`config.mk`:
```
export PLATFORM = sky130hd
export DESIGN_NAME = lbc_ctrl
export DESIGN_NICKNAME = d
export VERILOG_FILES = /design/src/include/lbc_pkg.sv /design/src/rtl/lbc_ctrl.sv
export SDC_FILE = /design/constraint.sdc
export NUM_CORES = 1
export LEC_CHECK = 0
export CAP_MARGIN = 20
export CORE_AREA = 2 2 150 152
export CTS_CLUSTER_SIZE = 40
export DETAILED_ROUTE_END_ITERATION = 7
export DIE_AREA = 0 0 152 154
export DONT_BUFFER_PORTS = 1
export GPL_ROUTABILITY_DRIVEN = 0
export PLACE_DENSITY = 0.76
export SLEW_MARGIN = 10
export SYNTH_ARGS = -nofsm -noshare
export SYNTH_HDL_FRONTEND = slang
export SYNTH_SLANG_ARGS = --single-unit
```
`constraint.sdc`:
```
create_clock -name pclk -period 2.8 [get_ports pclk]
set_input_delay 0.28 -clock pclk [delete_from_list [all_inputs] [get_ports pclk]]
set_output_delay 0.28 -clock pclk [all_outputs]
set_load 0.01 [all_outputs]
```
`src/include/lbc_pkg.sv`:
```
package lbc_pkg;
  // Register byte offsets
  localparam logic [7:0] OFF_CTRL = 8'h00;
  localparam logic [7:0] OFF_STAT = 8'h04;
  localparam logic [7:0] OFF_PCIST = 8'h08;
  localparam logic [7:0] OFF_USER = 8'h0C;
  // Control register fields
  localparam int CTRL_LIRQ_OUT_EN = 0;
  localparam int CTRL_LIRQ_IN_EN = 1;
  localparam int CTRL_SERR_EN = 2;
  localparam int CTRL_LOCK_MODE = 3;
  localparam int CTRL_WS_LO = 4;
  localparam int CTRL_BW_LO = 8;
  localparam int CTRL_W = 10;
  localparam logic [9:0] CTRL_RST = 10'h000;
  // Status register fields
  localparam int STAT_USER_IN = 0;
  localparam int STAT_LIRQ_OUT = 1;
  localparam int STAT_GRANT = 2;
  localparam int STAT_MBUSY = 3;
  localparam int STAT_LOCK_IN = 4;
  localparam int STAT_HOST = 5;
  // PCI status bits
  localparam int PCIST_TABORT = 11;
  localparam int PCIST_MABORT = 13;
  // Widths
  localparam int WS_W = 4;
  localparam int BEAT_W = 8;
  // Bus width codes
  localparam logic [1:0] BW_8 = 2'h0;
  localparam logic [1:0] BW_16 = 2'h1;
  localparam logic [1:0] BW_32 = 2'h2;
  localparam logic [31:0] MASK_8 = 32'h0000_00FF;
  localparam logic [31:0] MASK_16 = 32'h0000_FFFF;
  localparam logic [31:0] MASK_32 = 32'hFFFF_FFFF;

  typedef enum logic [4:0] {
    M_IDLE = 5'b00001,
    M_REQ = 5'b00010,
    M_ADDR = 5'b00100,
    M_WAIT = 5'b01000,
    M_DATA = 5'b10000
  } lbc_mst_t;

  typedef enum logic [2:0] {
    S_IDLE = 3'b001,
    S_WAIT = 3'b010,
    S_RDY = 3'b100
  } lbc_slv_t;
endpackage

```
`src/rtl/lbc_ctrl.sv`:
```
// How it works
// - Raise bus request; grant input hands over
// - Mastered read data masked to configured bus width
// - Local irq input raises PCI interrupt
// - Irq output low while enabled condition present
// - Disable then enable re-edges irq output
// - Error output low on abort status bits
// - Disable then enable re-edges error output
// - Board reset driven low during chip reset
// - Host strap makes board reset input to PCI
// - Master drives write high, read low
// - Ready input ends mastered beat after waits
// - Device drives ready low answering local master
// - PME request honoured only in D3cold
// - User input pin readable by software
// - Lock input marks atomic direct master access
// - User output pin follows software bit
// - Lock output marks atomic direct slave access
// - Wait input stalls direct master transfer
// - Wait output asserted during generated wait states
// - Byte enables map one lane each
// - Burst increments word address each beat
//
// Our own choices: the APB register port and the register addresses.
module lbc_ctrl (
  // Clock and reset
  input wire logic pclk,
  input wire logic presetn,
  // APB slave
  input wire logic psel,
  input wire logic penable,
  input wire logic pwrite,
  input wire logic [7:0] paddr,
  input wire logic [31:0] pwdata,
  output logic [31:0] prdata,
  output logic pready,
  output logic pslverr,
  // Arbitration
  output logic local_bus_request,
  input wire logic local_bus_grant,
  // Address, byte lanes, data
  output logic [29:0] local_word_address,
  output logic local_word_address_oe,
  output logic [3:0] byte_lane_enable_n,
  output logic [31:0] local_data_bus_out,
  output logic local_data_bus_oe,
  input wire logic [31:0] local_data_bus_in,
  // Direction, ready, wait
  input wire logic write_not_read_in,
  output logic write_not_read_out,
  output logic write_not_read_oe,
  input wire logic ready_in_n,
  output logic ready_out_n,
  output logic ready_oe,
  input wire logic wait_in_n,
  output logic wait_out_n,
  output logic wait_oe,
  // Interrupts
  input wire logic local_irq_in_n,
  output logic local_irq_out_n,
  output logic local_irq_out_oe,
  output logic system_error_irq_n,
  output logic system_error_irq_oe,
  // Reset, strap, power
  input wire logic host_mode_strap_n,
  input wire logic board_reset_in_n,
  output logic board_reset_out_n,
  output logic board_reset_oe,
  input wire logic pm_event_request_n,
  // Multiplexed user or lock pins
  input wire logic user_input,
  output logic user_output,
  // Core: device as local master
  input wire logic mst_start,
  input wire logic mst_write,
  input wire logic [29:0] mst_addr,
  input wire logic [31:0] mst_wdata,
  input wire logic [3:0] mst_be_n,
  input wire logic [7:0] mst_beats,
  output logic mst_beat_done,
  output logic [31:0] mst_rdata,
  output logic mst_busy,
  // Core: local master accessing device
  input wire logic slv_select,
  input wire logic [31:0] slv_rdata,
  output logic slv_wr_pulse,
  output logic [31:0] slv_wdata,
  // Core: PCI side events
  input wire logic irq_condition,
  input wire logic target_abort_set,
  input wire logic master_abort_set,
  input wire logic ds_atomic,
  input wire logic power_d3cold,
  output logic pci_irq_request,
  output logic pci_reset_request,
  output logic pme_request,
  output logic dm_lock,
  output logic dm_stall
);
  ////////////////////////////////////////////////////////////////////////
  // Registers and APB
  logic [lbc_pkg::CTRL_W-1:0] ctrl_reg;
  logic [31:0] pcist_reg;
  logic user_out_reg;
  logic user_in_reg;
  logic host_reg;
  logic irq_out_reg;
  logic serr_reg;
  logic lock_out_reg;
  logic brst_reg;

  wire wr_en = psel & penable & pwrite;
  wire hit_ctrl = paddr == lbc_pkg::OFF_CTRL;
  wire hit_stat = paddr == lbc_pkg::OFF_STAT;
  wire hit_pcist = paddr == lbc_pkg::OFF_PCIST;
  wire hit_user = paddr == lbc_pkg::OFF_USER;
  wire hit_any = hit_ctrl | hit_stat | hit_pcist | hit_user;
  wire lock_mode = ctrl_reg[lbc_pkg::CTRL_LOCK_MODE];
  wire [lbc_pkg::WS_W-1:0] ws_cfg = ctrl_reg[lbc_pkg::CTRL_WS_LO +: lbc_pkg::WS_W];
  wire [1:0] bw_cfg = ctrl_reg[lbc_pkg::CTRL_BW_LO +: 2];

  lbc_pkg::lbc_mst_t m_state;
  lbc_pkg::lbc_slv_t s_state;

  wire [31:0] stat_word = {26'h000_0000, host_reg, ~(lock_mode ? user_in_reg : 1'b1),
    m_state != lbc_pkg::M_IDLE, local_bus_grant, irq_out_reg, user_in_reg};

  // Abort bits: hardware set beats software clear
  wire [31:0] pcist_set = (32'h0000_0001 << lbc_pkg::PCIST_TABORT) & {32{target_abort_set}}
    | (32'h0000_0001 << lbc_pkg::PCIST_MABORT) & {32{master_abort_set}};
  wire [31:0] pcist_clr = (wr_en & hit_pcist) ? pwdata : 32'h0000_0000;
  wire [31:0] pcist_next = (pcist_reg & ~pcist_clr) | pcist_set;

  assign pready = 1'b1;
  assign pslverr = psel & penable & ~hit_any;
  assign prdata = hit_ctrl ? {22'h00_0000, ctrl_reg} :
                  hit_stat ? stat_word :
                  hit_pcist ? pcist_reg :
                  hit_user ? {31'h0000_0000, user_out_reg} : 32'h0000_0000;

  always_ff @(posedge pclk or negedge presetn) begin
    if (!presetn) begin
      ctrl_reg <= lbc_pkg::CTRL_RST;
      user_out_reg <= 1'b0;
      pcist_reg <= 32'h0000_0000;
    end else begin
      if (wr_en & hit_ctrl) begin
        ctrl_reg <= pwdata[lbc_pkg::CTRL_W-1:0];
      end
      if (wr_en & hit_user) begin
        user_out_reg <= pwdata[0];
      end
      pcist_reg <= pcist_next;
    end
  end

  ////////////////////////////////////////////////////////////////////////
  // Interrupt, error, reset, power and pin-mode levels
  wire irq_out_next = ctrl_reg[lbc_pkg::CTRL_LIRQ_OUT_EN] & irq_condition;
  wire serr_next = ctrl_reg[lbc_pkg::CTRL_SERR_EN]
    & (pcist_reg[lbc_pkg::PCIST_TABORT] | pcist_reg[lbc_pkg::PCIST_MABORT]);

  always_ff @(posedge pclk or negedge presetn) begin
    if (!presetn) begin
      irq_out_reg <= 1'b0;
      serr_reg <= 1'b0;
      user_in_reg <= 1'b0;
      lock_out_reg <= 1'b0;
      host_reg <= 1'b0;
      brst_reg <= 1'b0;
    end else begin
      irq_out_reg <= irq_out_next;
      serr_reg <= serr_next;
      user_in_reg <= user_input;
      lock_out_reg <= ds_atomic;
      brst_reg <= 1'b1;
      if (!brst_reg) begin
        host_reg <= ~host_mode_strap_n;
      end
    end
  end

  assign local_irq_out_n = ~irq_out_reg;
  assign local_irq_out_oe = irq_out_reg;
  assign system_error_irq_n = ~serr_reg;
  assign system_error_irq_oe = serr_reg;
  assign board_reset_out_n = brst_reg;
  assign board_reset_oe = ~host_reg;
  assign pci_reset_request = host_reg & ~board_reset_in_n;
  assign pci_irq_request = ctrl_reg[lbc_pkg::CTRL_LIRQ_IN_EN] & ~local_irq_in_n;
  assign pme_request = power_d3cold & ~pm_event_request_n;
  assign user_output = lock_mode ? ~lock_out_reg : user_out_reg;
  assign dm_lock = lock_mode & ~user_input;
  assign dm_stall = ~wait_oe & ~wait_in_n;

  ////////////////////////////////////////////////////////////////////////
  // Device as local master
  lbc_pkg::lbc_mst_t m_next;
  logic [lbc_pkg::WS_W-1:0] m_ws_reg;
  logic [lbc_pkg::BEAT_W-1:0] m_beats_reg;
  logic [29:0] m_addr_reg;
  logic m_write_reg;
  logic [31:0] m_wdata_reg;
  logic [3:0] m_be_reg;
  logic [31:0] m_rdata_reg;
  logic m_done_reg;

  wire m_last = m_beats_reg == {lbc_pkg::BEAT_W{1'b0}};
  wire m_ws_zero = ws_cfg == {lbc_pkg::WS_W{1'b0}};
  wire m_beat_end = (m_state == lbc_pkg::M_DATA) & ~ready_in_n;
  wire m_owns = (m_state != lbc_pkg::M_IDLE) & (m_state != lbc_pkg::M_REQ);
  wire [31:0] bw_mask = (bw_cfg == lbc_pkg::BW_8) ? lbc_pkg::MASK_8 :
                        (bw_cfg == lbc_pkg::BW_16) ? lbc_pkg::MASK_16 : lbc_pkg::MASK_32;

  always_comb begin
    case (m_state)
      lbc_pkg::M_IDLE: m_next = mst_start ? lbc_pkg::M_REQ : lbc_pkg::M_IDLE;
      lbc_pkg::M_REQ: m_next = local_bus_grant ? lbc_pkg::M_ADDR : lbc_pkg::M_REQ;
      lbc_pkg::M_ADDR: m_next = m_ws_zero ? lbc_pkg::M_DATA : lbc_pkg::M_WAIT;
      lbc_pkg::M_WAIT: begin
        m_next = (m_ws_reg == {lbc_pkg::WS_W{1'b0}}) ? lbc_pkg::M_DATA : lbc_pkg::M_WAIT;
      end
      lbc_pkg::M_DATA: begin
        if (!m_beat_end) begin
          m_next = lbc_pkg::M_DATA;
        end else if (m_last) begin
          m_next = lbc_pkg::M_IDLE;
        end else begin
          m_next = m_ws_zero ? lbc_pkg::M_DATA : lbc_pkg::M_WAIT;
        end
      end
      default: m_next = lbc_pkg::M_IDLE;
    endcase
  end

  always_ff @(posedge pclk or negedge presetn) begin
    if (!presetn) begin
      m_state <= lbc_pkg::M_IDLE;
    end else begin
      m_state <= m_next;
    end
  end

  always_ff @(posedge pclk or negedge presetn) begin
    if (!presetn) begin
      m_ws_reg <= {lbc_pkg::WS_W{1'b0}};
      m_beats_reg <= {lbc_pkg::BEAT_W{1'b0}};
      m_addr_reg <= 30'h0000_0000;
      m_write_reg <= 1'b0;
      m_wdata_reg <= 32'h0000_0000;
      m_be_reg <= 4'hF;
      m_rdata_reg <= 32'h0000_0000;
      m_done_reg <= 1'b0;
    end else begin
      m_done_reg <= m_beat_end;
      if (m_state == lbc_pkg::M_IDLE && mst_start) begin
        m_addr_reg <= mst_addr;
        m_write_reg <= mst_write;
        m_wdata_reg <= mst_wdata;
        m_be_reg <= mst_be_n;
        m_beats_reg <= mst_beats;
      end
      if (m_state == lbc_pkg::M_ADDR || m_beat_end) begin
        m_ws_reg <= ws_cfg - 4'h1;
      end else if (m_state == lbc_pkg::M_WAIT) begin
        m_ws_reg <= m_ws_reg - 4'h1;
      end
      if (m_beat_end) begin
        m_rdata_reg <= local_data_bus_in & bw_mask;
        if (!m_last) begin
          m_addr_reg <= m_addr_reg + 30'h0000_0001;
          m_beats_reg <= m_beats_reg - 8'h01;
        end
      end
    end
  end

  assign local_bus_request = m_state != lbc_pkg::M_IDLE;
  assign local_word_address = m_addr_reg;
  assign local_word_address_oe = m_owns;
  assign byte_lane_enable_n = m_be_reg;
  assign mst_rdata = m_rdata_reg;
  assign mst_beat_done = m_done_reg;
  assign mst_busy = local_bus_request;

  ////////////////////////////////////////////////////////////////////////
  // Local master accessing the device
  lbc_pkg::lbc_slv_t s_next;
  logic [lbc_pkg::WS_W-1:0] s_ws_reg;
  logic [31:0] s_wdata_reg;
  logic s_wr_reg;
  logic [31:0] s_rdata_reg;

  always_comb begin
    case (s_state)
      lbc_pkg::S_IDLE: begin
        if (!slv_select) begin
          s_next = lbc_pkg::S_IDLE;
        end else begin
          s_next = m_ws_zero ? lbc_pkg::S_RDY : lbc_pkg::S_WAIT;
        end
      end
      lbc_pkg::S_WAIT: begin
        s_next = (s_ws_reg == {lbc_pkg::WS_W{1'b0}}) ? lbc_pkg::S_RDY : lbc_pkg::S_WAIT;
      end
      lbc_pkg::S_RDY: s_next = lbc_pkg::S_IDLE;
      default: s_next = lbc_pkg::S_IDLE;
    endcase
  end

  always_ff @(posedge pclk or negedge presetn) begin
    if (!presetn) begin
      s_state <= lbc_pkg::S_IDLE;
      s_ws_reg <= {lbc_pkg::WS_W{1'b0}};
      s_wdata_reg <= 32'h0000_0000;
      s_wr_reg <= 1'b0;
      s_rdata_reg <= 32'h0000_0000;
    end else begin
      s_state <= s_next;
      s_wr_reg <= (s_state == lbc_pkg::S_RDY) & write_not_read_in;
      if (s_state == lbc_pkg::S_IDLE) begin
        s_ws_reg <= ws_cfg - 4'h1;
      end else begin
        s_ws_reg <= s_ws_reg - 4'h1;
      end
      if (s_next == lbc_pkg::S_RDY) begin
        s_rdata_reg <= slv_rdata;
      end
      if (s_state == lbc_pkg::S_RDY && write_not_read_in) begin
        s_wdata_reg <= local_data_bus_in;
      end
    end
  end

  assign slv_wr_pulse = s_wr_reg;
  assign slv_wdata = s_wdata_reg;

  ////////////////////////////////////////////////////////////////////////
  // Shared pins
  wire s_rdy = s_state == lbc_pkg::S_RDY;
  wire s_busy = s_state != lbc_pkg::S_IDLE;
  wire m_data_phase = (m_state == lbc_pkg::M_WAIT) | (m_state == lbc_pkg::M_DATA);

  assign write_not_read_out = m_write_reg;
  assign write_not_read_oe = m_owns;
  assign ready_out_n = ~s_rdy;
  assign ready_oe = s_busy;
  assign wait_out_n = ~((m_state == lbc_pkg::M_WAIT) | (s_state == lbc_pkg::S_WAIT));
  assign wait_oe = m_owns | s_busy;
  assign local_data_bus_out = s_busy ? s_rdata_reg : m_wdata_reg;
  assign local_data_bus_oe = (s_rdy & ~write_not_read_in) | (m_data_phase & m_write_reg);
endmodule

```
# == After elaboration in Yosys (flattened, before gate mapping) ==
# Index checks and enable logic that the tools add are counted.
# W data, S select, Z words.
# totals
reg_bits,238
inputBits,200
word_cells,132
# classes
n_addsub,5
eq_ne,16
muxes,30
bitwise_logic,48
n_reduce_logical,10
# op_table
op,count
$mux W32,7
$mux W30,3
$and A32 B32 Y32,2
$not A32 Y32,1
$or A32 B14 Y32,1
$add A30 B1 Y30 const B,1
$pmux W5 S5,1
$mux W8,3
$mux W5,4
$and A1 B1 Y1,18
$not A1 Y1,17
$eq A8 B4 Y1 const B,2
$logic_not A8 Y1,2
$or A12 B14 Y14,1
$logic_not A4 Y1,3
$mux W3,4
$mux W4,3
$sub A4 B1 Y4 const B,3
$eq A8 B3 Y1 const B,1
$or A1 B1 Y1,8
$sub A8 B1 Y8 const B,1
$eq A3 B3 Y1 const B,2
$pmux W3 S2,1
$eq A5 B1 Y1 const B,1
other kinds (16),19

# == Depth between registers and ports, before layout ==
# Gate-level depths: netlist (run 1).
# logic_depth
word_depth,7
ltp_mapped,9
ltp_nobuf,7

# == Worst setup path after synthesis (run 1) ==
# No wires, ideal clock.
# synth_path
path_type,register -> register
startpoint,register m_beats_reg[0] in the netlist's numbering
endpoint,"register m_addr_reg[12], in the netlist local_word_address[12]"
setup_ns,0.133
t_arrival_ns,1.964
required_ns,2.667
setup_slack_ns,0.703
path_stages_with_launch,10
path_cell_list,dfrtp_1 > inv_1 > ha_1 > or4b_4 > o211ai_2 > buf_4 > nand2_4 > buf_2 > a21oi_1 > a211oi_2
# synth_between
elab_chain_cells,3
# synth_lines
element,line_no,text
from (decl),lbc_ctrl.sv:200,logic [lbc_pkg::BEAT_W-1:0] m_beats_reg;
from (signal assigned),lbc_ctrl.sv:247,m_beats_reg <= {lbc_pkg::BEAT_W{1'b0}};
from (signal assigned),lbc_ctrl.sv:261,m_beats_reg <= mst_beats;
from (signal assigned),lbc_ctrl.sv:272,m_beats_reg <= m_beats_reg - 8'h01;
$logic_not A8 Y1,lbc_ctrl.sv:208,wire m_last = m_beats_reg == {lbc_pkg::BEAT_W{1'b0}};
$mux W30,lbc_ctrl.sv:270,if (!m_last) begin
$mux W30,lbc_ctrl.sv:268,if (m_beat_end) begin
to (signal assigned),lbc_ctrl.sv:257,m_addr_reg <= mst_addr;
to (signal assigned),lbc_ctrl.sv:271,m_addr_reg <= m_addr_reg + 30'h0000_0001;
to (decl),lbc_ctrl.sv:201,logic [29:0] m_addr_reg;
# Every way passes these cells.
# A chain may end at the register's enable or synchronous reset.

# == Worst setup path in the final report (run 1) ==
# layout_path
startpoint,register m_state[0]
endpoint,output dm_stall
# layout_between
elab_chain_cells,5
elab_cells_between_ends,6
cone_classes,eq/ne: 2; bitwise: 4
# layout_lines
element,line_no,text
from (decl),lbc_ctrl.sv:122,lbc_pkg::lbc_mst_t m_state;
from (signal assigned),lbc_ctrl.sv:238,m_state <= lbc_pkg::M_IDLE;
from (signal assigned),lbc_ctrl.sv:240,m_state <= m_next;
$ne A5 B1 Y1 / $ne A5 B2 Y1 (equally long branches),lbc_ctrl.sv:211,wire m_owns = (m_state != lbc_pkg::M_IDLE) & (m_state != lbc_pkg::M_REQ);
$and A1 B1 Y1 *,lbc_ctrl.sv:211,
$or A1 B1 Y1 *,lbc_ctrl.sv:349,assign wait_oe = m_owns | s_busy;
via wait_oe,lbc_ctrl.sv:57,"output logic wait_oe,"
$not A1 Y1 *,lbc_ctrl.sv:194,assign dm_stall = ~wait_oe & ~wait_in_n;
$and A1 B1 Y1 *,lbc_ctrl.sv:194,
to (decl),lbc_ctrl.sv:98,output logic dm_stall
# Mark *: on every way through the listed nets, which the timed path passes. The rest lies on a longest branch.

==> results of run 1 <==
-- placed cells by master, fill, tap and decap left out, types with 5 or more instances in the layout --
cell	Yosys	layout
buf_4	5	17
nor4_1	12	12
ha_1	5	5
and3_1	11	10
a311oi_1	7	7
nor2_1	70	70
dfrtp_1	232	232
nand3_1	17	16
clkbuf_16	0	27
o22ai_1	5	5
nor3_1	16	15
and2_1	28	28
a211oi_1	15	15
nand3b_1	6	6
a21oi_1	30	30
a21boi_0	30	30
nand2_1	221	220
mux2i_1	14	14
mux2_2	105	105
nor2b_1	6	6
inv_1	21	21
dlygate4sd3_1	0	177
clkbuf_8	0	9
nand4_1	5	5
o21ai_0	44	43
dfstp_2	6	6
-- cell type report --
type / count / share of cell area, %
Clock buffer: 40 / 5.924
Clock inverter: 7 / 0.4823
Sequential cell: 238 / 43.37
Tap cell: 280 / 2.548
Multi-Input combinational cell: 719 / 32.98
Timing Repair Buffer: 196 / 14.10
Inverter: 22 / 0.6005
-- routing by layer --
metal | vias to the layer above | part of all wire (%) | global-route usage (%)
met4 | 0 | 2.5 | 7.343
met3 | 64 | 7.8 | 6.003
met1 | 4218 | 39 | 32.35
met5 | - | 0 | 0
li1 | 3897 | - | -
met2 | 442 | 50 | 43.59
-- repair_timing --
item | in CTS | in global routing
resized for setup | 0 | 1
endpoints found under the hold margin | 457 | 238
endpoints found under the setup margin | 0 | 1
-- power by group through the flow --
stage                     registers [uW]  clock network, uW  logic [uW]
after floorplan                     5130                  0        2630
after global placement              5360                  0        3130
after detailed placement            5400                  0        3210
after CTS                           5360               3530        3430
after global routing                5530               3700        3840
final                               5420               3480        3490
-- critical path: stages (launching register included) --
cell,delay (ns)
dfstp_2,0.61
nor2b_1,0.31
o21ai_1,0.23
or2_2,0.38
nor2_1,0.23
-- cells by family (layout without fill, tap and decap cells) --
| logic type | after synthesis | count (layout) | synth area share [%] |
|---|---|---|---|
| and+or+nand+nor | 421 | 421 | 18.02 |
| DFF | 238 | 238 | 55.12 |
| AOI/OAI and AO/OA | 164 | 164 | 10.00 |
| muxes | 120 | 120 | 12.43 |
| buffers and inverters | 79 | 265 | 3.239 |
| xor gates and xnor gates | 7 | 7 | 0.5667 |
| adders and majority gates | 5 | 5 | 0.5783 |
| other | 1 | 2 | 0.03466 |
-- worst paths after layout --
check / cells past startpoint / slack, ns / end
worst max-delay path: 4 / 0.23 / dm_stall
worst min-delay path: 0 / -0.55 / pcist_reg[24]
worst max register to register: 8 / 0.33 / local_word_address[14]
worst min register to register: 2 / 0.47 / m_wdata_reg[26]
max in group asynchronous: 0 / 3.01 / byte_lane_enable_n[0]
min in group pclk: 2 / 0.04 / local_word_address[23]
-- per-stage QoR --
step	hold WS (ns)	power (uW)	cells
2_1_floorplan	-0.01559	7759	1036
3_3_place_gp	-0.009718	8488	1278
3_5_place_dp	-0.009531	8609	1278
4_1_cts	-0.5680	12320	1502
5_1_grt	-0.5726	13070	1502
6_report	-0.5502	12390	1502
-- Yosys cell counts (3+ instances only) --
master	count
dfstp_2	6
buf_4	5
xnor2_1	4
o21ai_0	44
nor4_1	12
clkbuf_1	32
nor3_1	16
and3_1	11
dfrtp_1	232
a21boi_0	30
o311ai_0	3
xor2_1	3
nor2b_1	6
a211oi_1	15
a21oi_1	30
a21o_1	4
mux2i_1	14
or3_1	3
ha_1	5
inv_1	21
a311oi_1	7
and2_1	28
nor2_1	70
o21a_1	3
nand3_1	17
nand2_1	221
nor3b_1	4
mux2_2	105
nand2b_1	4
a22oi_1	4
nand4_1	5
nand3b_1	6
o22ai_1	5
buf_2	16
==> out/results.ini, run 1 <==
[status]
status = complete, but fails checks
violations = negative hold slack

[layout]
multiInputGateArea_sq_mm = 0.004534
syn2layout_area_growth_pct = 27.11
regArea_sq_mm = 0.005963
antennaDiodeCount = 0
fill_cells = 1596
nets = 1408
stdcell_area_sq_mm = 0.01375
drive_gt1_share_pct = 16.04
final_util_pct = 63.40

[grt]
first_global_vias = 9040
grt_pass1_wl_um = 48740
grtUsageTotal_pct = 25.42
grt.overflow.total = 0
grt_max_degree = 239
antenna_found_initial = 0

[setup_path]
cp.arrival_ns = 2.29
crit_type = reg2out
required_ns = 2.52
setup.worst_path.start_class = flip-flop
r2r-start = m_beats_reg[0]
critPathLaunch = m_state[0]
cp-end-kind = output port
path_max_fanout = 7

[floorplan]
rows = 54
die_w_um = 152
start_util_pct = 49.88
boundaryPins = 388
coreArea_sq_mm = 0.02169
die_y_um = 154
die_area_sq_mm = 0.02341

[pwr]
ir_drop_uv = 638.2
leakagePower_uw = 0.006137
pwr-share-seq_pct = 43.8
p_sw_uw = 4349
switching_share_pct = 35.11
power.internal_uw = 8037
combPwrFrac_pct = 28.2
power_frac_clock_pct = 28.1
power_density_mw_per_mm2 = 900.8

[synthesis]
ys_seq_area_share_pct = 55.12
ys_ff_latch = 238
synth_top_area_share_pct = 53.67
avgSynthCellArea_sq_um = 10.45
ys_types = 69
yosys.area.top_type = dfrtp_1
syn_inst = 1035
async_reset_ff_share_pct = 100.0
synthFlopType = dfrtp_1
yosys_warnings = 0
synth_edf_count = 0
yosys-top-cells-area = dfrtp_1, mux2_2, nand2_1
netlist_area_sq_mm = 0.01082

[clocking]
root_buffer = clkbuf_16
clk_path_buf_depth = 3
cts_sinks = 238
numCtsBuffers = 26
post_cts_buffers = 0
htreeDepth = 1
insertion_delay_ns = 0.52
path_clk_slew_ns = 0.06
cts_tree = built
cts_hold_buf = 177

[timing]
final.setup.tns_ns = 0
max_slew_margin_pct = 51.96
setup_viol_count_final = 0
clock_skew_ns = 0.008580
grt_setup_unrepaired = false
timing.fmax_mhz = 389.4
period_needed_ns = 2.568
holdWs_ns = -0.5502
slew_violations = 0
worst_pin_slew_ns = 0.7206
setup_ws_ns = 0.2321
period_share_pct = 91.71
hold_viol_final = 238

[route]
vias = 8621
route.antenna.remaining_nets = 0
wl_per_cell_um = 20.28
dr.pass1.iters = 5
route.detailed.drc = 0
vias_per_cell = 5.740
drtIter0Drc = 517
drt_wl_total_um = 30460

[placement]
post_dp_cell_area_sq_mm = 0.01109
place_ws_ns = 0.3656
port_buffers = 0
dp_hpwl_um = 18980

[worst_hold_path]
min_path_type = in2async

[flow_run]
cap_violations = 0

(Power assumes the default switching activity.)
==> run 2, diff against run 1 <==
Settings changed: CORE_AREA 2 2 150 152 to 2 2 152 154, DIE_AREA 0 0 152 154 to 0 0 154 156, PLACE_DENSITY 0.76 to 0.74.
==> run 2 against run 1 <==
Against the previous run:
- the run still ends with negative hold slack left
- critical endpoint unchanged
- worst hold slack gained 0.0097 ns
- fmax shrank 3.2%
- die area grew 2.6%
- largest cell class unchanged
- power shrank 1.1%
==> out/results.ini, run 2 (synthesized netlist as in run 1, its figures left out) <==
[timing]
worst_pin_slew_ns = 0.7715  ; +0.05088 ns
setup_viol_count_final = 0  ; unchanged
slew_violations = 0  ; unchanged
final.setup.tns_ns = 0  ; unchanged
setup_ws_ns = 0.1476  ; -0.08448 ns
clock_skew_ns = 0.02053  ; +0.01195 ns
max_slew_margin_pct = 48.57  ; -3.4 points
grt_setup_unrepaired = false
period_needed_ns = 2.652  ; +0.08448 ns
holdWs_ns = -0.5405  ; +0.009717 ns
timing.fmax_mhz = 377.0  ; -3.2%
hold_viol_final = 238  ; unchanged
period_share_pct = 94.73  ; +3.0 points

[route]
route.detailed.drc = 0  ; unchanged
dr.pass1.iters = 5  ; unchanged
wl_per_cell_um = 20.29  ; about the same
drtIter0Drc = 549  ; +6.2%
met2_length_um = 15490  ; +1.1%
wl_met1_um = 11950  ; -0.36%
drt_wl_total_um = 30510  ; +0.17%
vias = 8613  ; -0.093%
wl_met3_um = 2115  ; -11%
top_layer_used = met4
route.antenna.remaining_nets = 0  ; unchanged
vias_per_cell = 5.727  ; -0.23%

[layout]
final_cell_mix = dfrtp_1, nand2_1, dlygate4sd3_1
nets = 1406  ; -0.14%
final_common_cell = dfrtp_1
drive_gt1_share_pct = 15.78  ; -0.26 points
fill_cells = 1707  ; +7.0%
syn2layout_area_growth_pct = 26.74

[setup_path]
crit_buf_inv = 0  ; unchanged
crit_chain = nor2b_1 > o21ai_1 > or2_2 > nor2_1
rr_worst_depth = 7  ; -1
cp-end-kind = output port
path_max_fanout = 7  ; unchanged
crit_type = reg2out
cp.arrival_ns = 2.37  ; +0.08 ns
slowest_delay_ns = 0.61  ; about the same
cp_top_family = simple AND/OR/NAND/NOR gates
r2r_slack_ns = 0.31  ; -0.02 ns
required_ns = 2.52  ; about the same
r2r-end = local_word_address[28]
slowest_stage = dfstp_2
setup.worst_path.start_class = flip-flop
r2r-start = m_beats_reg[0]

[flow_run]
cap_violations = 0  ; unchanged

[pwr]
pwr-share-seq_pct = 44.3  ; +0.5 points
p_sw_uw = 4310  ; -0.91%
ir_drop_uv = 672.9  ; +5.4%
leakagePower_uw = 0.006106  ; -0.50%
switching_share_pct = 35.18  ; +0.064 points
power_frac_clock_pct = 27.4  ; -0.7 points
combPwrFrac_pct = 28.4  ; +0.2 points
power_density_mw_per_mm2 = 893.6  ; -0.80%
power.internal_uw = 7942  ; -1.2%

[floorplan]
die_w_um = 154  ; +1.3%
start_util_pct = 48.37  ; -1.5 points
die_area_sq_mm = 0.02402  ; +2.6%
coreArea_sq_mm = 0.02237  ; +3.1%
rows = 55  ; +1.9%
die_y_um = 156  ; +1.3%
boundaryPins = 388  ; unchanged

[grt]
grt.overflow.total = 0  ; unchanged
grtUsageTotal_pct = 24.51  ; -0.91 points
grt_pass1_wl_um = 47600  ; -2.3%
grt_max_degree = 239  ; unchanged
antenna_found_initial = 1  ; +1
first_global_vias = 9013  ; -0.30%

[clocking]
clk_path_buf_depth = 3  ; unchanged
cts_hold_buf = 177  ; unchanged
root_buffer = clkbuf_16
numCtsBuffers = 25  ; -3.8%
insertion_delay_ns = 0.51  ; about the same
cts_tree = built
path_clk_slew_ns = 0.06  ; about the same
cts_sinks = 238  ; unchanged
post_cts_buffers = 0  ; unchanged
htreeDepth = 1  ; unchanged

[worst_hold_path]
min_path_type = in2async

[placement]
place_ws_ns = 0.3535  ; -0.01210 ns
dp_hpwl_um = 18620  ; -1.9%
port_buffers = 0  ; unchanged

[status]
violations = negative hold slack
status = complete, but fails checks

run 2: metal layers:
layer / vias to the layer above / GRT usage, %
met2: 366 / 42.71
met5: - / 0
met1: 4268 / 29.51
li1: 3899 / -
met4: 0 / 9.613
met3: 80 / 5.833
run 2: cell type report:
type / count / area, sq um / area share, %
Multi-Input combinational cell: 719 / 4542 / 33.13
Clock buffer: 35 / 733.2 / 5.348
Clock inverter: 8 / 96.34 / 0.7027
Tap cell: 285 / 356.6 / 2.601
Sequential cell: 238 / 5963 / 43.49
Antenna cell: 2 / 5.005 / 0.03650
Timing Repair Buffer: 195 / 1932 / 14.09
Inverter: 22 / 82.58 / 0.6023
run 2: per-stage QoR:
stage / power, uW / instance area (sq um) / std cells / utilization [%] / hold WS, ns
after global routing: 12870 / 13710 / 1503 / 61.29 / -0.5625
after global placement: 8468 / 11100 / 1282 / 49.63 / -0.01069
final: 12250 / 13710 / 1504 / 61.30 / -0.5405
after CTS: 12200 / 13710 / 1502 / 61.28 / -0.5612
after detailed placement: 8612 / 11100 / 1282 / 49.63 / -0.01105
after floorplan: 7759 / 10820 / 1036 / - / -0.01559
run 2: how the worst max path moves through the flow:
stage | from | cells after the start | endpoint
2_1_floorplan | m_beats_reg[0] | 9 | local_word_address[12]
3_3_place_gp | m_beats_reg[0] | 7 | local_word_address[28]
3_5_place_dp | m_beats_reg[0] | 8 | m_beats_reg[5]
4_1_cts | m_state[0] | 4 | dm_stall
5_1_grt | m_state[0] | 4 | dm_stall
6_report | m_state[0] | 4 | dm_stall
run 2: power groups by stage:
stage	combinational (uW)	sequential (uW)	clock [uW]
after floorplan	2630	5130	0
after global placement	3100	5370	0
after detailed placement	3200	5410	0
after CTS	3420	5370	3410
after global routing	3810	5530	3540
final	3470	5420	3350
run 2: timing repair:
item                                    CTS  global route
hold endpoints to repair                457           238
gates resized for setup                   1             0
endpoints found under the setup margin    1             0
==> run 3, diff against run 2 <==
Settings changed: ABC_AREA set to 1, CORE_AREA 2 2 152 154 to not set, CORE_MARGIN set to 2, CORE_UTILIZATION set to 55, DIE_AREA 0 0 154 156 to not set, PLACE_DENSITY 0.74 to 0.81.
==> run 3 against run 2 <==
Against the previous run:
- the flow still finishes with violations (negative hold slack)
- sequential share of layout area fell by 1.8 points
- fmax up 5.2%
- register-to-register slack gained 0.09 ns
- final cell count grew 29%
- synthesized cell count increased by 44%
- clock-buffer cell count unchanged
- worst hold slack got worse by 0.0033 ns
- sequential cell count did not move
- clock power about the same
- via count is 26% higher
- critical path type unchanged
- highest routed layer unchanged
==> out/results.ini, run 3 <==
[grt]
grtUsageTotal_pct = 30.33  ; +5.8 points
grt.overflow.total = 0  ; unchanged
antenna_found_initial = 0  ; -1
grt_max_degree = 239  ; unchanged
first_global_vias = 10690  ; +19%
grt_pass1_wl_um = 54630  ; +15%

[clocking]
cts_hold_buf = 177  ; unchanged
htreeDepth = 1  ; unchanged
path_clk_slew_ns = 0.06  ; about the same
numCtsBuffers = 26  ; +4.0%
cts_sinks = 238  ; unchanged
clk_path_buf_depth = 3  ; unchanged
insertion_delay_ns = 0.52  ; about the same
root_buffer = clkbuf_16
cts_tree = built

[synthesis]
yosys-top-cells-area = dfrtp_1, nand2_1, inv_1
synth_top_area_share_pct = 49.99  ; -3.7 points
yosys_warnings = 0  ; unchanged
syn_inst = 1495  ; +44%
ys_ff_latch = 238  ; unchanged
ys_seq_area_share_pct = 51.35  ; -3.8 points
netlist_area_sq_mm = 0.01161  ; +7.4%
synth_edf_count = 0  ; unchanged
yosysMostFrequentCell = nand2_1
async_reset_ff_share_pct = 100.0  ; unchanged
yosys.area.top_type = dfrtp_1
ys_types = 44  ; -36%
synthFlopType = dfrtp_1
synth_common_cells = nand2_1, dfrtp_1, inv_1, o21ai_0, nand3_1
avgSynthCellArea_sq_um = 7.768  ; -26%

[pwr]
ir_drop_uv = 665.4  ; -1.1%
leakagePower_uw = 0.007197  ; +18%
power_density_mw_per_mm2 = 857.3  ; -4.1%

[layout]
nets = 1853  ; +32%
stdcell_area_sq_mm = 0.01430  ; +4.3%
drive_gt1_share_pct = 6.779  ; -9.0 points
final_common_cell = nand2_1
syn2layout_area_growth_pct = 23.15
final_util_pct = 68.47  ; +7.2 points
final_cell_mix = nand2_1, dfrtp_1, inv_1

[route]
vias_per_cell = 5.576  ; -2.6%
drt_wl_total_um = 34670  ; +14%
vias = 10830  ; +26%
route.antenna.remaining_nets = 0  ; unchanged
wl_per_cell_um = 17.84  ; -12%
dr.pass1.iters = 7  ; +2
drtIter0Drc = 869  ; +58%
route.detailed.drc = 0  ; unchanged

[setup_path]
slowest_stage = dfstp_2
cp.arrival_ns = 2.24  ; -0.13 ns
r2r-end = local_word_address[18]
r2r_slack_ns = 0.40  ; +0.09 ns
path_max_fanout = 50  ; +43
crit_type = reg2out
crit_chain = nand3_4 > clkinv_2 > buf_6 > nand2_1 > o21ai_1
required_ns = 2.52  ; about the same
cp-end-kind = output port
setup.worst_path.start_class = flip-flop
rr_worst_depth = 8  ; +1
r2r-start = m_state[4]
slowest_delay_ns = 0.57  ; -0.04 ns
cp_top_family = buffers and inverters
crit_buf_inv = 2  ; +2

[timing]
period_share_pct = 90.03  ; -4.7 points
max_slew_margin_pct = 44.10  ; -4.5 points
clock_skew_ns = 0.007777  ; -0.01276 ns
worst_pin_slew_ns = 0.8320  ; +0.06057 ns
final.setup.tns_ns = 0  ; unchanged
grt_setup_unrepaired = false
hold_viol_final = 238  ; unchanged
holdWs_ns = -0.5438  ; -0.003305 ns
timing.fmax_mhz = 396.7  ; +5.2%
period_needed_ns = 2.521  ; -0.1315 ns
slew_violations = 0  ; unchanged
setup_viol_count_final = 0  ; unchanged

[status]
status = complete, but fails checks
violations = negative hold slack

[floorplan]
start_util_pct = 55.60  ; +7.2 points
boundaryPins = 388  ; unchanged
die_area_sq_mm = 0.02229  ; -7.2%
die_y_um = 149.3  ; -4.3%
die_w_um = 149.3  ; -3.0%
rows = 53  ; -3.6%
coreArea_sq_mm = 0.02089  ; -6.6%

[placement]
post_dp_cell_area_sq_mm = 0.01168  ; +5.3%
port_buffers = 0  ; unchanged
dp_hpwl_um = 21270  ; +14%

[flow_run]
cap_violations = 0  ; unchanged

[worst_hold_path]
min_path_type = in2async

## run 3: logic make-up after synthesis
family / share of synthesized area (%)
muxes: 0.08619
other: 0.03229
xor gates and xnor gates: 1.357
buffers and inverters: 9.405
adders and majority gates: 0.5387
AOI/OAI and AO/OA: 9.082
DFF: 51.35
and+or+nand+nor: 28.15
## run 3: worst max path at each step
| stage | from | end | cells after the start |
|---|---|---|---|
| after floorplan | s_state[0] | dm_stall | 5 |
| after global placement | s_state[2] | local_data_bus_out[0] | 5 |
| after detailed placement | s_state[2] | local_data_bus_out[0] | 5 |
| after CTS | s_state[0] | local_data_bus_out[11] | 5 |
| after global routing | s_state[0] | local_data_bus_out[0] | 5 |
| final | s_state[0] | local_data_bus_out[11] | 5 |
## run 3: layout make-up
cell class	count	area, sq um
fillers	1455	6586
inverters	189	714.4
multi-input cells	1005	4567
well taps	275	344.1
clock buffers	35	714.4
repair buffers	188	1871
flip-flops and latches	238	5963
diodes	1	2.502
clock inverters	12	126.4
## run 3: through the flow
stage,setup WS (ns),std cells,power (uW)
floorplan,1.168,1496,7762
global placement,0.4786,1718,8318
detailed placement,0.4513,1718,8497
CTS,0.1917,1942,12100
global route,0.1209,1942,12970
finish,0.2791,1943,12260
## run 3: report_power, final
group / switching, uW / total, uW / internal, uW / leakage, uW
Clock: 1400 / 3380 / 1980 / 0.000412
Sequential: 1160 / 5580 / 4420 / 0.00300
Combinational: 2120 / 3300 / 1180 / 0.00379
## run 3: worst reg2reg max path, cell delays in order (launching register included)
cell and delay (ns):
dfrtp_1 0.36, inv_1 0.09, nand2_1 0.14, nor2_4 0.07, nand2_4 0.31, clkinv_2 0.75, o21ai_1 0.41, nand2_1 0.12
nand2_1 0.10
## run 3: metal layers
layer	part of all wire, %	GRT usage (%)	vias to the layer above
met5	0	0	-
met4	4.2	13.86	0
met3	9.5	7.798	134
met2	49	50.69	670
met1	37	37.06	5107
li1	-	-	4923
## run 3: repair_timing
action | CTS | global route
setup endpoints to repair | 4 | 3
cloned | 0 | 0
gates resized for setup | 4 | 1
setup buffers | 0 | 0
endpoints found under the hold margin | 456 | 238
